`src/logic/rasq_regs.svh`:
```
// Purpose: Register offsets, field positions and timing counts for the remainder ADC sequencer.
// Assumes: 125 MHz reference clock; register port with 8-bit byte address, 32-bit data.
// Notes:   Definitions only.
// What this block does
// Diagnostics select routes the system diagnostic line to the converter input.
// DAC-high select routes the divided DAC high diagnostic voltage to the input.
// Heater-monitor select routes summed amplifier and reference heater voltages to input.
// Amplifier-output select routes the null amplifier output to the converter input.
// A conversion starts only on a falling edge of the trigger line.
// Once triggered, five 6-bit nibbles are produced with no host help.
// Each conversion is five passes of autozero, compare, then remainder store.
// Idle sits in autozero: ladder code zero, comparator tied to store offset.
// Compare uses external input on pass one, stored remainder on later passes.
// Compare steps ladder bits by comparator polarity, resolving six bits per pass.
// Remainder store runs a gain-16 difference amplifier onto one remainder capacitor.
// A stored remainder is the compare input of the following pass.
// After five passes the conversion-done interrupt is raised.
// Host reads the data port five times, one nibble per pass.
// Pass results combine into a signed value of about 22 bits.
// Remainder capacitors alternate between passes so reading never meets writing.
// Done holds until five reads, then back to autozero idle, or until a new trigger, which starts a fresh conversion.
`ifndef RASQ_REGS_SVH
`define RASQ_REGS_SVH

// ==========================================================
// Register offsets (byte addresses)
`define RASQ_ADDR_CTRL    8'h00
`define RASQ_ADDR_STATUS  8'h04
`define RASQ_ADDR_MASK    8'h08
`define RASQ_ADDR_NIBBLE  8'h0c
`define RASQ_ADDR_RESULT  8'h10

// ==========================================================
// Field positions and codes
`define RASQ_ST_DONE      0
`define RASQ_ST_OVR       1
`define RASQ_ST_BUSY      2
`define RASQ_SEL_NONE     3'h0
`define RASQ_SEL_DIAG     3'h1
`define RASQ_SEL_DACHI    3'h2
`define RASQ_SEL_HEATER   3'h3
`define RASQ_SEL_AMPOUT   3'h4
`define RASQ_CTRL_RST     3'h0
`define RASQ_MASK_RST     2'h0

// ==========================================================
// Conversion arithmetic
`define RASQ_NIB_MSB      3'h5
`define RASQ_NIB_TRIAL    6'h20
`define RASQ_NIB_OFS      23'h000020
`define RASQ_GAIN_SHIFT   4
`define RASQ_LAST_PASS    3'h4

// ==========================================================
// Timing: times in ns, cycle counts derived (least times round up)
`define RASQ_CLK_MHZ      125
`define RASQ_AZ_NS        2000
`define RASQ_BIT_NS       400
`define RASQ_STORE_NS     2000
`define RASQ_AZ_CYC       12'((`RASQ_AZ_NS * `RASQ_CLK_MHZ + 999) / 1000)
`define RASQ_BIT_CYC      12'((`RASQ_BIT_NS * `RASQ_CLK_MHZ + 999) / 1000)
`define RASQ_STORE_CYC    12'((`RASQ_STORE_NS * `RASQ_CLK_MHZ + 999) / 1000)

`endif

```
`src/logic/rasq_pkg.sv`:
```
// Purpose: Types shared by the remainder ADC sequencer.
// Assumes: Nothing beyond SystemVerilog packages.
// Notes:   Constants live in rasq_regs.svh.
`default_nettype none
package rasq_pkg;
	// Sequencer phases
	typedef enum logic [2:0] {
		RASQ_IDLE  = 3'b000,
		RASQ_AZ    = 3'b001,
		RASQ_CMP   = 3'b010,
		RASQ_STORE = 3'b011,
		RASQ_DONE  = 3'b100
	} rasq_state_t;

	// Analog input selects, at most one high
	typedef struct packed {
		logic diag_line_select;
		logic dac_high_diag_select;
		logic heater_monitor_select;
		logic amp_out_select;
	} rasq_sel_t;

	// Comparator/amplifier switch controls
	typedef struct packed {
		logic       autozero;
		logic       cmp_ext;
		logic [1:0] cmp_rem;
		logic [1:0] store_rem;
		logic       diff_amp;
	} rasq_sw_t;
endpackage : rasq_pkg
`default_nettype wire

```
`src/logic/rasq_seq.sv`:
```
// Purpose: Recirculating-remainder ADC sequencer with input select and register port.
// Assumes: All inputs synchronous to i_ref_clk; comparator polarity high means input above ladder.
// Notes:   Ladder code is offset binary; result register holds the signed combination.
`include "rasq_regs.svh"
`timescale 1ns/1ns
`default_nettype none
module rasq_seq
	import rasq_pkg::*;
#(
	parameter int PASSES = 5
) (
	input  wire logic        i_ref_clk,
	input  wire logic        i_sys_rst,
	input  wire logic [7:0]  i_addr,
	input  wire logic [31:0] i_wdata,
	input  wire logic        i_wr,
	input  wire logic        i_rd,
	output logic      [31:0] o_rdata,
	input  wire logic        i_conv_trig,
	input  wire logic        i_cmp_pol,
	output rasq_sel_t        o_sel,
	output rasq_sw_t         o_sw,
	output logic      [5:0]  o_ladder_code,
	output logic             o_irq
);

	// ==========================================================
	// Declarations
	rasq_state_t state_q;
	logic [11:0] cnt_q;
	logic [2:0]  bit_q;
	logic [2:0]  pass_q;
	logic [2:0]  rd_idx_q;
	logic [5:0]  ladder_q;
	logic [5:0]  ladder_res;
	logic [5:0]  nib_q [PASSES];
	logic [22:0] acc_q;
	logic        trig_q;
	logic        trig_fall;
	logic [2:0]  ctrl_q;
	logic [1:0]  mask_q;
	logic        done_q;
	logic        ovr_q;
	logic        busy;
	logic        nib_pop;
	logic        last_pop;
	logic        pass_end;
	logic        conv_end;
	logic        restart;
	rasq_sw_t    sw_q;
	rasq_sel_t   sel_q;
	logic [31:0] rdata_q;
	logic        irq_q;

	// ==========================================================
	// Trigger edge and event decode
	// Inputs are synchronous, so one flop is enough for the edge
	always_ff @(posedge i_ref_clk or posedge i_sys_rst) begin
		if (i_sys_rst) begin
			trig_q <= 1'b1;
		end else begin
			trig_q <= i_conv_trig;
		end
	end

	assign trig_fall = trig_q & ~i_conv_trig;
	assign busy      = (state_q == RASQ_AZ) || (state_q == RASQ_CMP) || (state_q == RASQ_STORE);
	assign nib_pop   = i_rd && (i_addr == `RASQ_ADDR_NIBBLE) && (state_q == RASQ_DONE);
	assign last_pop  = nib_pop && (rd_idx_q == 3'(PASSES - 1));
	assign pass_end  = (state_q == RASQ_STORE) && (cnt_q == 12'h000);
	assign conv_end  = pass_end && (pass_q == 3'(PASSES - 1));
	// A trigger while results wait discards them and starts afresh
	assign restart   = trig_fall && (state_q == RASQ_DONE);

	// Successive approximation step: keep or drop the trial bit, try the next
	always_comb begin
		ladder_res = ladder_q;
		ladder_res[bit_q] = i_cmp_pol;
		if (bit_q != 3'h0) begin
			ladder_res[bit_q - 3'h1] = 1'b1;
		end
	end

	// ==========================================================
	// Sequencer
	always_ff @(posedge i_ref_clk or posedge i_sys_rst) begin
		if (i_sys_rst) begin
			state_q  <= RASQ_IDLE;
			cnt_q    <= 12'h000;
			bit_q    <= 3'h0;
			pass_q   <= 3'h0;
			rd_idx_q <= 3'h0;
			ladder_q <= 6'h00;
		end else begin
			case (state_q)
				RASQ_IDLE: begin
					ladder_q <= 6'h00;
					if (trig_fall) begin
						state_q <= RASQ_AZ;
						pass_q  <= 3'h0;
						cnt_q   <= `RASQ_AZ_CYC - 12'h001;
					end
				end
				RASQ_AZ: begin
					// Ladder at zero while the offset settles on the autozero cap
					ladder_q <= 6'h00;
					if (cnt_q == 12'h000) begin
						state_q  <= RASQ_CMP;
						bit_q    <= `RASQ_NIB_MSB;
						ladder_q <= `RASQ_NIB_TRIAL;
						cnt_q    <= `RASQ_BIT_CYC - 12'h001;
					end else begin
						cnt_q <= cnt_q - 12'h001;
					end
				end
				RASQ_CMP: begin
					if (cnt_q == 12'h000) begin
						ladder_q <= ladder_res;
						if (bit_q == 3'h0) begin
							state_q <= RASQ_STORE;
							cnt_q   <= `RASQ_STORE_CYC - 12'h001;
						end else begin
							bit_q <= bit_q - 3'h1;
							cnt_q <= `RASQ_BIT_CYC - 12'h001;
						end
					end else begin
						cnt_q <= cnt_q - 12'h001;
					end
				end
				RASQ_STORE: begin
					// Ladder holds the nibble so the amplifier sees input minus ladder
					if (cnt_q == 12'h000) begin
						if (conv_end) begin
							state_q  <= RASQ_DONE;
							rd_idx_q <= 3'h0;
							ladder_q <= 6'h00;
						end else begin
							state_q <= RASQ_AZ;
							pass_q  <= pass_q + 3'h1;
							cnt_q   <= `RASQ_AZ_CYC - 12'h001;
						end
					end else begin
						cnt_q <= cnt_q - 12'h001;
					end
				end
				RASQ_DONE: begin
					ladder_q <= 6'h00;
					if (restart) begin
						state_q <= RASQ_AZ;
						pass_q  <= 3'h0;
						cnt_q   <= `RASQ_AZ_CYC - 12'h001;
					end else if (last_pop) begin
						state_q <= RASQ_IDLE;
					end else if (nib_pop) begin
						rd_idx_q <= rd_idx_q + 3'h1;
					end
				end
				default: begin
					state_q <= RASQ_IDLE;
				end
			endcase
		end
	end

	// ==========================================================
	// Nibble store and signed combination
	// Each pass carries gain 16, so nibbles overlap by two bits; that
	// redundancy absorbs comparator error from an earlier pass.
	always_ff @(posedge i_ref_clk or posedge i_sys_rst) begin
		if (i_sys_rst) begin
			acc_q <= 23'h000000;
			for (int i = 0; i < PASSES; i++) begin
				nib_q[i] <= 6'h00;
			end
		end else if (state_q == RASQ_IDLE && trig_fall || restart) begin
			acc_q <= 23'h000000;
		end else if (pass_end) begin
			nib_q[pass_q] <= ladder_q;
			acc_q <= (acc_q << `RASQ_GAIN_SHIFT) + {17'h00000, ladder_q} - `RASQ_NIB_OFS;
		end
	end

	// ==========================================================
	// Analog switch controls, registered from the phase
	// Caps alternate by pass parity: pass n stores on cap n%2 and
	// compares against cap (n-1)%2, so no cap is read and written at once.
	always_ff @(posedge i_ref_clk or posedge i_sys_rst) begin
		if (i_sys_rst) begin
			sw_q <= '0;
		end else begin
			sw_q          <= '0;
			sw_q.autozero <= (state_q == RASQ_IDLE) || (state_q == RASQ_AZ) || (state_q == RASQ_DONE);
			if (state_q == RASQ_CMP) begin
				if (pass_q == 3'h0) begin
					sw_q.cmp_ext <= 1'b1;
				end else if (pass_q[0]) begin
					sw_q.cmp_rem <= 2'b01;
				end else begin
					sw_q.cmp_rem <= 2'b10;
				end
			end
			if (state_q == RASQ_STORE) begin
				sw_q.diff_amp  <= 1'b1;
				sw_q.store_rem <= pass_q[0] ? 2'b10 : 2'b01;
			end
		end
	end

	// ==========================================================
	// Input select lines decoded from the control register
	always_ff @(posedge i_ref_clk or posedge i_sys_rst) begin
		if (i_sys_rst) begin
			sel_q <= '0;
		end else begin
			sel_q.diag_line_select      <= (ctrl_q == `RASQ_SEL_DIAG);
			sel_q.dac_high_diag_select  <= (ctrl_q == `RASQ_SEL_DACHI);
			sel_q.heater_monitor_select <= (ctrl_q == `RASQ_SEL_HEATER);
			sel_q.amp_out_select        <= (ctrl_q == `RASQ_SEL_AMPOUT);
		end
	end

	// ==========================================================
	// Writable registers
	always_ff @(posedge i_ref_clk or posedge i_sys_rst) begin
		if (i_sys_rst) begin
			ctrl_q <= `RASQ_CTRL_RST;
			mask_q <= `RASQ_MASK_RST;
		end else if (i_wr) begin
			if (i_addr == `RASQ_ADDR_CTRL) begin
				ctrl_q <= i_wdata[2:0];
			end
			if (i_addr == `RASQ_ADDR_MASK) begin
				mask_q <= i_wdata[1:0];
			end
		end
	end

	// Sticky status: hardware set wins over a write-one clear
	always_ff @(posedge i_ref_clk or posedge i_sys_rst) begin
		if (i_sys_rst) begin
			done_q <= 1'b0;
			ovr_q  <= 1'b0;
		end else begin
			if (conv_end) begin
				done_q <= 1'b1;
			end else if (last_pop || restart ||
				(i_wr && i_addr == `RASQ_ADDR_STATUS && i_wdata[`RASQ_ST_DONE])) begin
				done_q <= 1'b0;
			end
			// Triggers during a conversion are ignored but recorded
			if (trig_fall && busy) begin
				ovr_q <= 1'b1;
			end else if (i_wr && i_addr == `RASQ_ADDR_STATUS && i_wdata[`RASQ_ST_OVR]) begin
				ovr_q <= 1'b0;
			end
		end
	end

	// Level interrupt, one cycle behind the status
	always_ff @(posedge i_ref_clk or posedge i_sys_rst) begin
		if (i_sys_rst) begin
			irq_q <= 1'b0;
		end else begin
			irq_q <= |({ovr_q, done_q} & mask_q);
		end
	end

	// ==========================================================
	// Read data, valid the cycle after the strobe; unmapped reads zero
	always_ff @(posedge i_ref_clk or posedge i_sys_rst) begin
		if (i_sys_rst) begin
			rdata_q <= 32'h00000000;
		end else if (i_rd) begin
			case (i_addr)
				`RASQ_ADDR_CTRL:   rdata_q <= {29'h0, ctrl_q};
				`RASQ_ADDR_STATUS: rdata_q <= {29'h0, busy, ovr_q, done_q};
				`RASQ_ADDR_MASK:   rdata_q <= {30'h0, mask_q};
				`RASQ_ADDR_NIBBLE: rdata_q <= {26'h0, nib_q[rd_idx_q]};
				`RASQ_ADDR_RESULT: rdata_q <= {{9{acc_q[22]}}, acc_q};
				default:           rdata_q <= 32'h00000000;
			endcase
		end else begin
			rdata_q <= 32'h00000000;
		end
	end

	assign o_rdata       = rdata_q;
	assign o_sel         = sel_q;
	assign o_sw          = sw_q;
	assign o_ladder_code = ladder_q;
	assign o_irq         = irq_q;
endmodule : rasq_seq
`default_nettype wire

```
`config.mk`:
```
export PLATFORM = sky130hd
export DESIGN_NAME = rasq_seq
export DESIGN_NICKNAME = d
export VERILOG_FILES = /design/src/logic/rasq_pkg.sv /design/src/logic/rasq_seq.sv
export VERILOG_INCLUDE_DIRS = /design/src /design/src/logic
export SDC_FILE = /design/constraint.sdc
export NUM_CORES = 1
export LEC_CHECK = 0
export BUFFER_PORTS_ARGS = -buffer_cell sky130_fd_sc_hd__buf_2
export CORE_MARGIN = 2
export CORE_UTILIZATION = 30
export DETAILED_ROUTE_END_ITERATION = 10
export PLACE_DENSITY = 0.49
export SYNTH_ARGS = -nofsm -noshare
export SYNTH_HDL_FRONTEND = slang
export SYNTH_SLANG_ARGS = --single-unit
```
`constraint.sdc`:
```
create_clock -name i_ref_clk -period 5.34 [get_ports i_ref_clk]
set_clock_uncertainty 0.1 [all_clocks]
set_input_delay 0.801 -clock i_ref_clk [delete_from_list [all_inputs] [get_ports i_ref_clk]]
set_output_delay 0.801 -clock i_ref_clk [all_outputs]
set_load 0.05 [all_outputs]
```
==> metrics.csv <==
metric,value,unit
status,completed,
yosys-mux-area-fraction,8.88,%
synth_compound_area_share,15.4,%
num-nets-final,797,
place_area,7400,um2
core_area,22600,um2
tritoncts,built,
drt-initial-drc-count,285,
p_sw_share,25.7,%
vdd_drop_max,0.184,mV
p_switching,646,uW
clock_path_buffers,2,
slowest_stage,dfrtp_1,
clockRootBuffer,clkbuf_16,
clk_pin_slew_worst_paths,60,ps
synth_top_family_by_area,simple AND/OR/NAND/NOR gates,
critPathLaunchType,flop,
top_layer_used,met4,
grt_setup_unrepaired,false,
grt_usage,14.7,%
power.total,2520,uW
ys_seq_area_share,45.9,%
tightest_slew,1040,ps
avgRoutedWirePerCell,16.4,um
yosys.area_share.simple,18.0,%
vias,5218,
worstSetupPathType,reg2reg,
overflow,0,
p_per_area,313,nW/um2
die_h,155,um
die-area,24100,um2
power_frac_clock,49.9,%
ys.flop_type,dfrtp_1,
port_buffers,66,
cpMostUsedCell,inv_1,
cts_hold_buf,0,
crit_path_max_fanout,7,
htreeDepth,4,
hold_class,reg2reg,
drive_gt1_share,22.8,%
seqPwrFrac,40.9,%
syn-num-nets,746,
netlist_instances,672,
finalHoldViolations,0,
syn_avg_cell_area,10.2,um2
fmax,321,MHz
power_leakage,0.00372,uW
dieWidth,155,um
critPathMaxStageDelay,560,ps
area_growth,17.0,%
route.detailed.drc,0,
start_util,30.5,%
rows,55,
routed_wl,16800,um
cp_cell_sequence,inv_1 -> ha_1 -> inv_1 -> ha_1 -> inv_1 -> fa_1 -> nand2b_1 -> a21oi_1 -> nor2_1 -> o21ai_0 -> a211oi_1 -> a211o_1,
fin_ws,2220,ps
fin_setup_tns,0,ps
antenna_found_initial,0,
async_reset_ff_share,100,%
critPathTopFamily,compound AO/OA/AOI/OAI gates,
grt_pass1_vias,5219,
cp.buffers_inverters,3,
crit_arrival,3320,ps
place_ws,2240,ps
p_int,1870,uW
cp-end-kind,flop,
grt_pass1_wl,28000,um
final_max_slew_viol_count,0,
fin_crit_sh,58.4,%
gp_congestion,0.781,
antenna_left,0,
wl_met3,538,um
synth_edf_count,0,
wl_met1,7830,um
cts_sinks,126,
crit_required,5550,ps
cts-resized-gates,0,
wl_met2,8240,um
layoutNonFillerInstCount,1021,
diodes,0,
ys_seq_elements,126,
final_cell_area,8040,um2
vias_per_cell,5.11,
relSlewSlack,30.5,%
dp_cells,989,
syn_area,6870,um2
min_period,3120,ps
io_pins,96,
clock_latency,420,ps
fillers,2316,
synth_warnings,0,
numCtsBuffers,17,
grt_start_max_net_pins,91,
synth_fa_ha_area_share,5.21,%
hpwlAfterDp,11800,um
maxCapViolations,0,
drt_first_pass_iters,4,
synthXorXnorAreaFrac,1.53,%
post-cts-setup-buffer-count,0,
p_comb_share,9.2,%
synth.distinct_cells,76,
setup_viol,0,
[worst paths after layout]
path,start,end,slack [ps],cells past startpoint
worst max-delay path,o_ladder_code[5],acc_q[15],2220,12
worst min-delay path,nib_q[5],nib_q[5],380,2
worst max register to register,o_ladder_code[5],acc_q[15],2220,12
worst min register to register,nib_q[5],nib_q[5],380,2
max in group asynchronous,i_sys_rst,pass_q[1],3670,3
min in group asynchronous,i_sys_rst,o_sel[1],460,2
[flip-flops by register name, summed over array words and instances, names as in the netlist, 4 cells and up]
name           flops
o_ladder_code      6
nib_q             30
acc_q             23
o_sel              4
o_sw               7
o_rdata           23
cnt_q             12
[area by class of cell]
class                           count  area, um2  share of cell area, %
Multi-Input combinational cell    469       3380                   42.1
Sequential cell                   126       3150                   39.2
Clock buffer                       19        453                   5.63
Tap cell                          285        357                   4.43
Timing Repair Buffer               69        353                   4.39
Clock inverter                     13        186                   2.32
Inverter                           40        155                   1.93
[metal layers]
metal	GRT usage, %	vias to the layer above
met1	19.1	2564
li1	-	2546
met2	24.8	93
met4	4.06	0
met3	3.29	15
met5	0	-
[synthesized netlist by cell type, types with 3 or more instances]
master    count  area, um2
ha_1         27        338
nand2b_1      9       56.3
a21oi_1      36        180
mux2_4        5       75.1
a31oi_1       9       56.3
nor2_1       46        173
inv_1        39        146
and2_1        3       18.8
xnor2_1       5       43.8
a22oi_1       3       22.5
o41ai_1       5       43.8
o22ai_1       5       31.3
nor3_1       16       80.1
nand4_1       6       37.5
o211ai_1      6       45.0
nand3_1      29        145
mux4_2        6        135
nor4_4        4       85.1
a21boi_0      3       22.5
mux2i_1       4       40.0
nor3b_1       7       52.6
o31ai_1       9       67.6
a311oi_1      3       26.3
nand2_1      47        176
a21o_1        4       30.0
buf_4        10       75.1
and3_1       21        131
clkbuf_1     20       75.1
o21ai_0      42        210
dfrtp_1     125       3130
a211o_1       6       52.6
a211oi_1      4       30.0
mux2_2       32        360
nand3b_1      3       22.5
xor2_1        7       61.3
o32ai_1       4       35.0
buf_2         4       20.0
nor2b_1       7       43.8
or2_2         3       18.8
[logic make-up (layout without fill, tap and decap cells)]
group                    count (synthesis)  count (layout)
AND/OR/NAND/NOR                        221             221
AO/OA/AOI/OAI                          161             161
flip-flops                             126             126
buffers and inverters                   77             141
multiplexers                            47              47
adder cells (fa/ha/maj)                 28              28
XOR/XNOR                                12              12
[cells in the final DEF (no fill, tap or decap), types with 4 or more instances in the layout]
cell,n
nor3_1,15
nor4_4,4
o31ai_1,9
o41ai_1,5
mux2_4,5
mux4_2,6
xor2_1,7
a21oi_1,36
nor3b_1,7
o22ai_1,5
dfrtp_1,125
a21o_1,4
and3_1,21
nand4_1,6
nor2_1,46
nor2b_1,7
a211o_1,6
inv_1,38
ha_1,27
nand3_1,29
o32ai_1,4
a31oi_1,9
xnor2_1,5
a211oi_1,4
bufinv_16,4
nand2b_1,9
clkbuf_16,17
clkinvlp_4,4
mux2_2,32
o211ai_1,6
nand2_1,47
mux2i_1,4
buf_2,66
o21ai_0,42
[power by group through the flow]
stage	logic [uW]	clock network (uW)	registers (uW)
after floorplan	170	0	1040
after global placement	234	0	1050
after detailed placement	235	0	1050
after CTS	235	1280	1030
after global routing	263	1320	1030
final	232	1250	1030
[worst reg2reg max path, cell delays in order (launching register included)]
cell      delay [ps]
dfrtp_1          560
inv_1            160
ha_1             310
inv_1             60
ha_1             190
inv_1             70
fa_1             390
nand2b_1         180
a21oi_1          240
nor2_1           100
o21ai_0          270
a211oi_1         120
a211o_1          270
[metrics by stage]
step | hold WS, ps | util (%)
floorplan | 345 | -
global placement | 370 | 32.8
detailed placement | 376 | 32.8
CTS | 387 | 35.6
global route | 383 | 35.6
finish | 385 | 35.6
Note: power is estimated with default switching activity, not from simulation.
